===== src/common/pcs_pkg.sv =====
// Purpose: constants and carriers for the 16-bit card control strobe block
// Assumes: one 100 MHz clock, strobes active low at the card pins
// Notes:   strobe and setup widths are counted in core clock cycles
package pcs_pkg;

   localparam int unsigned CLK_PERIOD_NS = 10;
   // address and select setup before a strobe, and strobe width
   localparam int unsigned SETUP_NS      = 30;
   localparam int unsigned STROBE_NS     = 100;
   localparam int unsigned HOLD_NS       = 20;
   localparam int unsigned SETUP_CYC  =
      (SETUP_NS + CLK_PERIOD_NS - 1) / CLK_PERIOD_NS;
   localparam int unsigned STROBE_CYC =
      (STROBE_NS + CLK_PERIOD_NS - 1) / CLK_PERIOD_NS;
   localparam int unsigned HOLD_CYC   =
      (HOLD_NS + CLK_PERIOD_NS - 1) / CLK_PERIOD_NS;
   localparam int unsigned CNT_W = 4;

   typedef enum logic [2:0] {
      PCS_OP_MEM_RD,
      PCS_OP_MEM_WR,
      PCS_OP_IO_RD,
      PCS_OP_IO_WR,
      PCS_OP_DMA_RD,   // host memory to card
      PCS_OP_DMA_WR    // card to host memory
   } pcs_op_e;

   typedef struct packed {
      pcs_op_e    op;
      logic       attr;    // attribute space for memory cycles
      logic       a0;      // byte address bit 0
      logic       wide;    // 16-bit access, both bytes
      logic       tc;      // last dma item
   } pcs_req_s;

   // card-side strobes, all active low
   typedef struct packed {
      logic ce1_n;
      logic ce2_n;
      logic reg_n;
      logic oe_n;
      logic we_n;
      logic iord_n;
      logic iowr_n;
   } pcs_strb_s;

   localparam pcs_strb_s PCS_IDLE = '{default: 1'b1};

endpackage


===== src/logic/pcs_ctrl.sv =====
// Purpose: drives card enables, select and read/write strobes per cycle
// Assumes: card status inputs synchronous to core_clk_i
// Notes:   wait from the card stretches the strobe phase
module pcs_ctrl
(
   input  wire logic             core_clk_i,  // 100 MHz clock
   input  wire logic             rstn_i,      // async reset, active low
   input  wire pcs_pkg::pcs_req_s req_i,      // cycle description
   input  wire logic             req_valid_i, // request present
   output logic                  req_ready_o, // request taken
   output logic                  done_o,      // one-cycle pulse at end
   input  wire logic             io_mode_i,   // socket in io interface
   input  wire logic             wait_n_i,    // card wait, low extends
   input  wire logic             inpack_n_i,  // card input ack / dma req
   input  wire logic             ready_i,     // card ready / irq_n
   output logic                  dma_req_o,   // card asks for dma
   output logic                  card_busy_o, // memory card busy
   output logic                  card_irq_o,  // io card interrupt
   output logic                  io_ack_o,    // card acked io read
   output pcs_pkg::pcs_strb_s    strb_o       // card strobes
);
   import pcs_pkg::*;

   typedef enum logic [1:0] {ST_IDLE, ST_SETUP, ST_STROBE, ST_HOLD} st_e;

   st_e                st_r;
   pcs_req_s           req_r;
   logic [CNT_W-1:0]   cnt_r;
   pcs_strb_s          strb_r;
   pcs_strb_s          addr_nxt;
   pcs_strb_s          full_nxt;
   logic               ack_r;
   logic               take;
   logic               cnt_zero;

   function automatic logic [CNT_W-1:0] cyc(input int unsigned n);
      cyc = CNT_W'(n - 1);
   endfunction

   // active-low enable for one byte lane; odd picks the second enable
   function automatic logic lane_off(input pcs_req_s r, input logic odd);
      lane_off = ~(r.wide | (r.a0 == odd));
   endfunction

   // select lines only: enables and attribute select, strobes idle
   always_comb
   begin
      addr_nxt = PCS_IDLE;
      addr_nxt.ce1_n = lane_off(req_r, 1'b0);
      addr_nxt.ce2_n = lane_off(req_r, 1'b1);
      case (req_r.op)
         PCS_OP_MEM_RD,
         PCS_OP_MEM_WR: addr_nxt.reg_n = ~req_r.attr;
         PCS_OP_IO_RD,
         PCS_OP_IO_WR:  addr_nxt.reg_n = 1'b0;
         default:       addr_nxt.reg_n = 1'b0;
      endcase
   end

   // one read or write strobe per operation; dma also drives we_n or oe_n low on the tc item
   always_comb
   begin
      full_nxt = addr_nxt;
      case (req_r.op)
         PCS_OP_MEM_RD: full_nxt.oe_n   = 1'b0;
         PCS_OP_MEM_WR: full_nxt.we_n   = 1'b0;
         PCS_OP_IO_RD:  full_nxt.iord_n = 1'b0;
         PCS_OP_IO_WR:  full_nxt.iowr_n = 1'b0;
         PCS_OP_DMA_RD:
         begin
            full_nxt.iowr_n = 1'b0;
            full_nxt.we_n   = ~req_r.tc;
         end
         PCS_OP_DMA_WR:
         begin
            full_nxt.iord_n = 1'b0;
            full_nxt.oe_n   = ~req_r.tc;
         end
         default: full_nxt = addr_nxt;
      endcase
   end

   assign req_ready_o = (st_r == ST_IDLE);
   assign take        = (st_r == ST_IDLE) && req_valid_i;
   // each phase ends when its down counter reaches zero; the strobe phase also waits for wait_n_i high
   assign cnt_zero    = (cnt_r == '0);

   // request held for the whole cycle so the decodes stay stable
   always_ff @(posedge core_clk_i or negedge rstn_i)
   begin
      if (!rstn_i)
         req_r <= '0;
      else if (take)
         req_r <= req_i;
   end

   // phase sequence: select setup, strobe, select hold
   always_ff @(posedge core_clk_i or negedge rstn_i)
   begin
      if (!rstn_i)
         st_r <= ST_IDLE;
      else
      begin
         case (st_r)
            ST_IDLE:
               if (take)
                  st_r <= ST_SETUP;
            ST_SETUP:
               if (cnt_zero)
                  st_r <= ST_STROBE;
            ST_STROBE:
               // card wait only counts once the minimum width has run
               if (cnt_zero && wait_n_i)
                  st_r <= ST_HOLD;
            ST_HOLD:
               if (cnt_zero)
                  st_r <= ST_IDLE;
            default:
               st_r <= ST_IDLE;
         endcase
      end
   end

   // phase length, reloaded as each phase begins
   always_ff @(posedge core_clk_i or negedge rstn_i)
   begin
      if (!rstn_i)
         cnt_r <= '0;
      else
      begin
         case (st_r)
            ST_IDLE:
               if (take)
                  cnt_r <= cyc(SETUP_CYC);
            ST_SETUP:
               if (cnt_zero)
                  cnt_r <= cyc(STROBE_CYC);
               else
                  cnt_r <= cnt_r - 1'b1;
            ST_STROBE:
               if (!cnt_zero)
                  cnt_r <= cnt_r - 1'b1;
               else if (wait_n_i)
                  cnt_r <= cyc(HOLD_CYC);
            ST_HOLD:
               if (!cnt_zero)
                  cnt_r <= cnt_r - 1'b1;
            default:
               cnt_r <= '0;
         endcase
      end
   end

   // strobes registered; select driven from the second setup cycle and held through hold
   always_ff @(posedge core_clk_i or negedge rstn_i)
   begin
      if (!rstn_i)
         strb_r <= PCS_IDLE;
      else
      begin
         case (st_r)
            ST_SETUP:
               if (cnt_zero)
                  strb_r <= full_nxt;
               else
                  strb_r <= addr_nxt;
            ST_STROBE:
               if (cnt_zero && wait_n_i)
                  strb_r <= addr_nxt;
            ST_HOLD:
               if (cnt_zero)
                  strb_r <= PCS_IDLE;
            // idle, and any unreachable code, parks every line high
            default:
               strb_r <= PCS_IDLE;
         endcase
      end
   end

   always_ff @(posedge core_clk_i or negedge rstn_i)
   begin
      if (!rstn_i)
         done_o <= 1'b0;
      else
         done_o <= (st_r == ST_HOLD) && (cnt_r == '0);
   end

   // input acknowledge latched while an io read strobe is active
   always_ff @(posedge core_clk_i or negedge rstn_i)
   begin
      if (!rstn_i)
         ack_r <= 1'b0;
      else if (st_r == ST_SETUP && req_r.op == PCS_OP_IO_RD)
         ack_r <= 1'b0;
      else if (!strb_r.iord_n && req_r.op == PCS_OP_IO_RD && !inpack_n_i)
         ack_r <= 1'b1;
   end

   // card status lines, meaning set by socket mode
   // the ready pin means busy in memory mode and interrupt in io mode
   always_ff @(posedge core_clk_i or negedge rstn_i)
   begin
      if (!rstn_i)
      begin
         dma_req_o   <= 1'b0;
         card_busy_o <= 1'b0;
         card_irq_o  <= 1'b0;
         io_ack_o    <= 1'b0;
      end
      else
      begin
         dma_req_o   <= io_mode_i & ~inpack_n_i & strb_r.iord_n;
         card_busy_o <= ~io_mode_i & ~ready_i;
         card_irq_o  <= io_mode_i & ~ready_i;
         io_ack_o    <= ack_r;
      end
   end

   assign strb_o = strb_r;

endmodule


===== config.mk =====
export PLATFORM = sky130hd
export DESIGN_NAME = pcs_ctrl
export DESIGN_NICKNAME = d
export VERILOG_FILES = /design/src/common/pcs_pkg.sv /design/src/logic/pcs_ctrl.sv
export SDC_FILE = /design/constraint.sdc
export NUM_CORES = 1
export LEC_CHECK = 0
export BUFFER_PORTS_ARGS = -buffer_cell sky130_fd_sc_hd__buf_2
export CORE_UTILIZATION = 50
export DETAILED_ROUTE_END_ITERATION = 6
export HOLD_SLACK_MARGIN = 0.02
export MAX_ROUTING_LAYER = met4
export PLACE_DENSITY = 0.77
export SETUP_SLACK_MARGIN = 0.2
export SYNTH_ARGS = -nofsm -noshare
export SYNTH_HDL_FRONTEND = slang
export SYNTH_SLANG_ARGS = --single-unit
export TNS_END_PERCENT = 50

===== constraint.sdc =====
create_clock -name core_clk_i -period 2 [get_ports core_clk_i]
set_input_delay 0.4 -clock core_clk_i [delete_from_list [all_inputs] [get_ports core_clk_i]]
set_output_delay 0.4 -clock core_clk_i [all_outputs]
set_load 0.05 [all_outputs]

==> flow_metrics.tcl, run 1 <==
set metrics [dict create \
    status "finished, final reports clean" \
    num_vias 1096 \
    drtIter0Drc 13 \
    endpoint_kind "register" \
    startpoint_type "register" \
    yosys-top-cells-count "dfrtp_1, nor2_1, nand2_1" \
    dieWidth_um 53.5 \
    drv_cap 0 \
    ys.flop_type "dfrtp_1" \
    required_ps 2210 \
    synthAdderAreaFrac_pct 5.66 \
    finalWeightedCongestion 0.789 \
    cts_tree "done" \
    period_share_pct 91.5 \
    clock.fmax_mhz 547 \
    cts_sinks 26 \
    criticalPathCategory "reg2reg" \
    synth_top_family_by_area "compound AO/OA/AOI/OAI gates" \
    synth.avg_cell_area_um2 10.5 \
    cts.path.max_buffers 2 \
    finalClockSkew_ps 6.11 \
    critPathArrivalTime_ps 2040 \
    syn_inst 126 \
    relSlewSlack_pct 62.7 \
    antenna_found_initial 0 \
    synth_compound_area_share_pct 16.6 \
    wl_per_cell_um 14.6 \
    critPathMaxFanout 5 \
    port-buffer-count 26 \
    nFillCells 179 \
    rows 18 \
    cts_root_buffer "clkbuf_4" \
    grt_pass1_wl_mm 4.20 \
    maxSlewViolCount 0 \
    muxShareOfSynthArea_pct 7.54 \
    synthArstFlopShare_pct 100 \
    syn_nets 146 \
    io_pins 27 \
    wirelength_mm 2.77 \
    core_region_area_um2 2500 \
    yosysWarnings 0 \
    synth.top_cell.area_share_pct 35.8 \
    rsz0062_at_grt "yes" \
    yosysTopAreaCell "dfrtp_1" \
    path_clk_slew_ps 150 \
    start_util_pct 53.1 \
    worstMarginPinSlew_ps 559 \
    vias_per_cell 5.77 \
    synth_edf_count 0 \
    synthTopCellsByArea "dfrtp_1, dfstp_2, mux2_2" \
    finalSetupViolCount 0 \
    ant_nets 0 \
    clock_latency_ps 330 \
    htree_levels 1 \
    grt_pass1_vias 956 \
    hold_class "in2async" \
    synth-xor-area-share_pct 0 \
    ys_seq_area_share_pct 49.7 \
    synth.most_common_cell "dfrtp_1" \
    diodes 0 \
    gr-total-overflow 0 \
    hold_violations 0 \
    synthToLayoutAreaGrowth_pct 24.3 \
    synth_cell_type_count 40 \
    synth_simple_gate_area_share_pct 16.6 \
    finalNetCount 181 \
    die_h_um 53.5 \
    ys_ff_latch 26 \
    grt_max_degree 27 \
    cts_inserted_buffers 3 \
    first_pass_iters 4 \
    post-route-min-period_ps 1830 \
    post-dp-hpwl_mm 1.87 \
    drc 0 \
    setup_tns_ps 0 \
    drive_gt1_share_pct 44.4 \
    gr-usage-all-layers_pct 21.1 \
    dieArea_um2 2860 \
    synth_area_um2 1330 \
]
final cells by class:
cell class | instances | area [um^2] | area share [%]
Timing Repair Buffer | 36 | 211 | 12.8
Clock buffer | 3 | 22.5 | 1.36
Multi-Input combinational cell | 90 | 674 | 40.9
Tap cell | 30 | 37.5 | 2.27
Clock inverter | 1 | 30.0 | 1.82
Sequential cell | 26 | 659 | 40.0
Inverter | 4 | 15.0 | 0.910
metal layers:
metal,global-route usage [%],vias up,share of wire (%)
met4,8.77,0,1.1
met2,32.1,33,50
met3,2.87,4,3.2
met5,-,-,0
met1,28.0,546,46
li1,-,513,-
sequential cells by signal (all words and copies together) (netlist names), 2 cells and up:
name / count
st_r: 2
strb_o: 7
cnt_r: 4
req_r: 7
what timing repair did:
action | in CTS | in global routing
setup buffers | 5 | 2
hold buffers | 0 | 0
pin swaps | 1 | 1
resized for setup | 4 | 10
endpoints found under the setup margin | 9 | 13
cell usage in the layout (no fill, tap or decap), types with 2 or more instances in the layout:
cell type and count:
ha_2 3, dfstp_2 7, inv_2 2, a21oi_1 6, dfrtp_1 19, nand2_1 9, nor2_1 16, nor2b_1 2
buf_2 25, clkbuf_4 4, nand2b_1 3, o21a_1 3, ha_4 2, a211oi_1 2, mux2_2 7, buf_4 9
nor3b_1 2, or2_2 3, o21ai_0 4, a31oi_1 2, a211oi_2 2, inv_1 2
worst paths after layout:
| check | start | to | slack (ps) | depth (start not counted) |
|---|---|---|---|---|
| worst max-delay path | cnt_r[1] | st_r[0] | 170 | 6 |
| worst min-delay path | rstn_i | req_r[1] | 40 | 1 |
| worst max register to register | cnt_r[1] | st_r[0] | 170 | 6 |
| worst min register to register | ack_r | io_ack_o | 410 | 0 |
| max in group asynchronous | rstn_i | strb_o[1] | 1590 | 1 |
| min in group core_clk_i | inpack_n_i | dma_req_o | 210 | 2 |
per-stage QoR:
step / cell area (um^2) / worst slack (ps) / util, % / hold WS [ps] / cells
floorplan: 1340 / 215 / - / 104 / 126
global placement: 1490 / 171 / 59.7 / 369 / 179
detailed placement: 1490 / 81.2 / 59.7 / 391 / 179
CTS: 1600 / 194 / 63.9 / 51.6 / 188
global route: 1650 / 95.2 / 66.0 / 76.3 / 190
finish: 1650 / 170 / 66.0 / 35.6 / 190
critical path: stages (launching register included):
cell and delay [ps]:
dfrtp_1 440, inv_2 110, ha_4 150, or3b_4 420, buf_4 160, a211oi_1 290
a22oi_1 140
logic make-up (layout without fill, tap and decap cells):
group / Yosys count / after routing
and+or+nand+nor: 44 / 44
AOI/OAI and AO/OA: 31 / 31
DFF: 26 / 26
buffers and inverters: 10 / 44
muxes: 9 / 9
adders and majority gates: 6 / 6
Power of run 1 is not shown: default switching activity piles up to over one toggle a cycle in this logic, so the estimate is an artifact.
==> inputs of run 2 (changes only) <==
--- a/config.mk
+++ b/config.mk
@@ -6,6 +6,7 @@
 export NUM_CORES = 1
 export LEC_CHECK = 0
 export BUFFER_PORTS_ARGS = -buffer_cell sky130_fd_sc_hd__buf_2
+export CORE_ASPECT_RATIO = 1.4
 export CORE_UTILIZATION = 50
 export DETAILED_ROUTE_END_ITERATION = 6
 export HOLD_SLACK_MARGIN = 0.02
==> run 2 against run 1 <==
Non-clock buffer count is 2 lower; critical path depth rose by 1; hold slack better by 9.6 ps; sequential share of layout area increased by 0.15 points; wire length down 3.2%; critical path type unchanged; clock-buffer cell count unchanged; global-route usage increased by 0.078 points; register-to-register slack better by 50 ps; critical endpoint is now strb_o[2]; fmax increased by 2.7%; first-iteration DRC count rose by 140%; flip-flop and latch count unchanged.
==> flow_metrics.tcl, run 2 (synthesis gave the netlist of run 1 again) <==
set metrics [dict create \
    first_pass_iters 5 \
    drive_gt1_share_pct 43.7 \
    grt_max_degree 27 \
    criticalPathCategory "reg2reg" \
    critPathArrivalTime_ps 2020 \
    setup_tns_ps 0 \
    cts_hold_buffers 0 \
    rows 21 \
    finalNetCount 179 \
    drv_cap 0 \
    die_h_um 63.0 \
    layout_commonest_cell "buf_2" \
    diodes 0 \
    htree_levels 1 \
    drc 0 \
    period_share_pct 89.1 \
    grt_pass1_vias 1016 \
    hold_violations 0 \
    port-buffer-count 26 \
    post-route-min-period_ps 1780 \
    final_core_util_pct 67.3 \
    cts_tree "done" \
    worstPathCellList "inv_2, ha_4, or3b_4, a21oi_4, buf_6, nor2_1, a211oi_1" \
    cts_root_buffer "clkbuf_4" \
    ant_nets 0 \
    wirelength_mm 2.68 \
    antenna_found_initial 0 \
    dieWidth_um 45.6 \
    finalSetupViolCount 0 \
    status "finished, final reports clean" \
    finalWeightedCongestion 0.789 \
    cts_sinks 26 \
    required_ps 2240 \
    gr-total-overflow 0 \
    synthToLayoutAreaGrowth_pct 23.8 \
    start_util_pct 54.3 \
    reg2reg_slack_ps 220 \
    core_region_area_um2 2440 \
    gr-usage-all-layers_pct 21.2 \
    rsz0062_at_grt "yes" \
    path_clk_slew_ps 140 \
    finalClockSkew_ps 2.88 \
    worstMarginPinSlew_ps 569 \
    dieArea_um2 2870 \
    maxSlewViolCount 0 \
    vias_per_cell 5.40 \
    critPathMaxFanout 6 \
    relSlewSlack_pct 62.1 \
    clock_latency_ps 320 \
    grt_pass1_wl_mm 4.28 \
    final_cell_mix "buf_2, dfrtp_1, nor2_1, nand2_1" \
    io_pins 27 \
    wl_per_cell_um 14.0 \
    startpoint_type "register" \
    endpoint_kind "register" \
    critPathSlowestCell "or3b_4" \
    num_vias 1036 \
    clock.fmax_mhz 561 \
    post-dp-hpwl_mm 1.94 \
    cts_inserted_buffers 3 \
    hold_class "in2async" \
    cts.path.max_buffers 2 \
    slowest_delay_ps 430 \
    drtIter0Drc 31 \
]
[run 2: cell count changes in the layout (fill, tap and decap cells not counted), sizes merged]
| cell | change |
|---|---|
| clkbuf | -1 |
| buf | -1 |
[run 2: per-layer routing]
metal | global-route usage, % | vias up | share of wire, % | routed length (um)
li1 | - | 506 | - | -
met1 | 22.7 | 487 | 44 | 1170
met2 | 36.3 | 37 | 51 | 1360
met3 | 4.05 | 6 | 4.2 | 114
met4 | 8.71 | 0 | 1.6 | 44
met5 | - | - | 0 | 0
[run 2: cell type report]
cell class	count	area (um^2)
clock buffers	3	22.5
flip-flops and latches	26	659
inverters	4	15.0
fillers	202	800
well taps	34	42.5
clock inverters	1	30.0
multi-input cells	90	674
repair buffers	34	200
[run 2: through the flow]
stage / hold WS [ps] / area, um^2 / setup slack [ps] / instances
after CTS: 54.7 / 1600 / 193 / 192
final: 45.1 / 1640 / 219 / 192
after floorplan: 104 / 1340 / 215 / 126
after global routing: 81.1 / 1640 / 127 / 192
after detailed placement: 386 / 1510 / 95.2 / 184
after global placement: 363 / 1510 / 160 / 184
[run 2: timing repair]
action                     in CTS  in global routing
setup endpoints to repair       9                 12
setup buffers                   4                  0
resized for setup               5                 12
pin swaps                       2                  1
[run 2: worst paths after layout]
check / startpoint / endpoint / cells after the start
worst max-delay path: cnt_r[1] / strb_o[2] / 7
worst max register to register: cnt_r[1] / strb_o[2] / 7
min in group core_clk_i: ready_i / card_busy_o / 2
worst min-delay path: rstn_i / cnt_r[0] / 1
worst min register to register: ack_r / io_ack_o / 0
max in group asynchronous: rstn_i / strb_o[0] / 1
[run 2: worst max-delay path: cells and delay by family (launching register included)]
kind	cells	cell delay (ps)
AO/OA/AOI/OAI	2	420
AND/OR/NAND/NOR	2	470
adder cells (fa/ha/maj)	1	150
flip-flops	1	420
buffers and inverters	2	250
Power of run 2 is left out for the same reason.
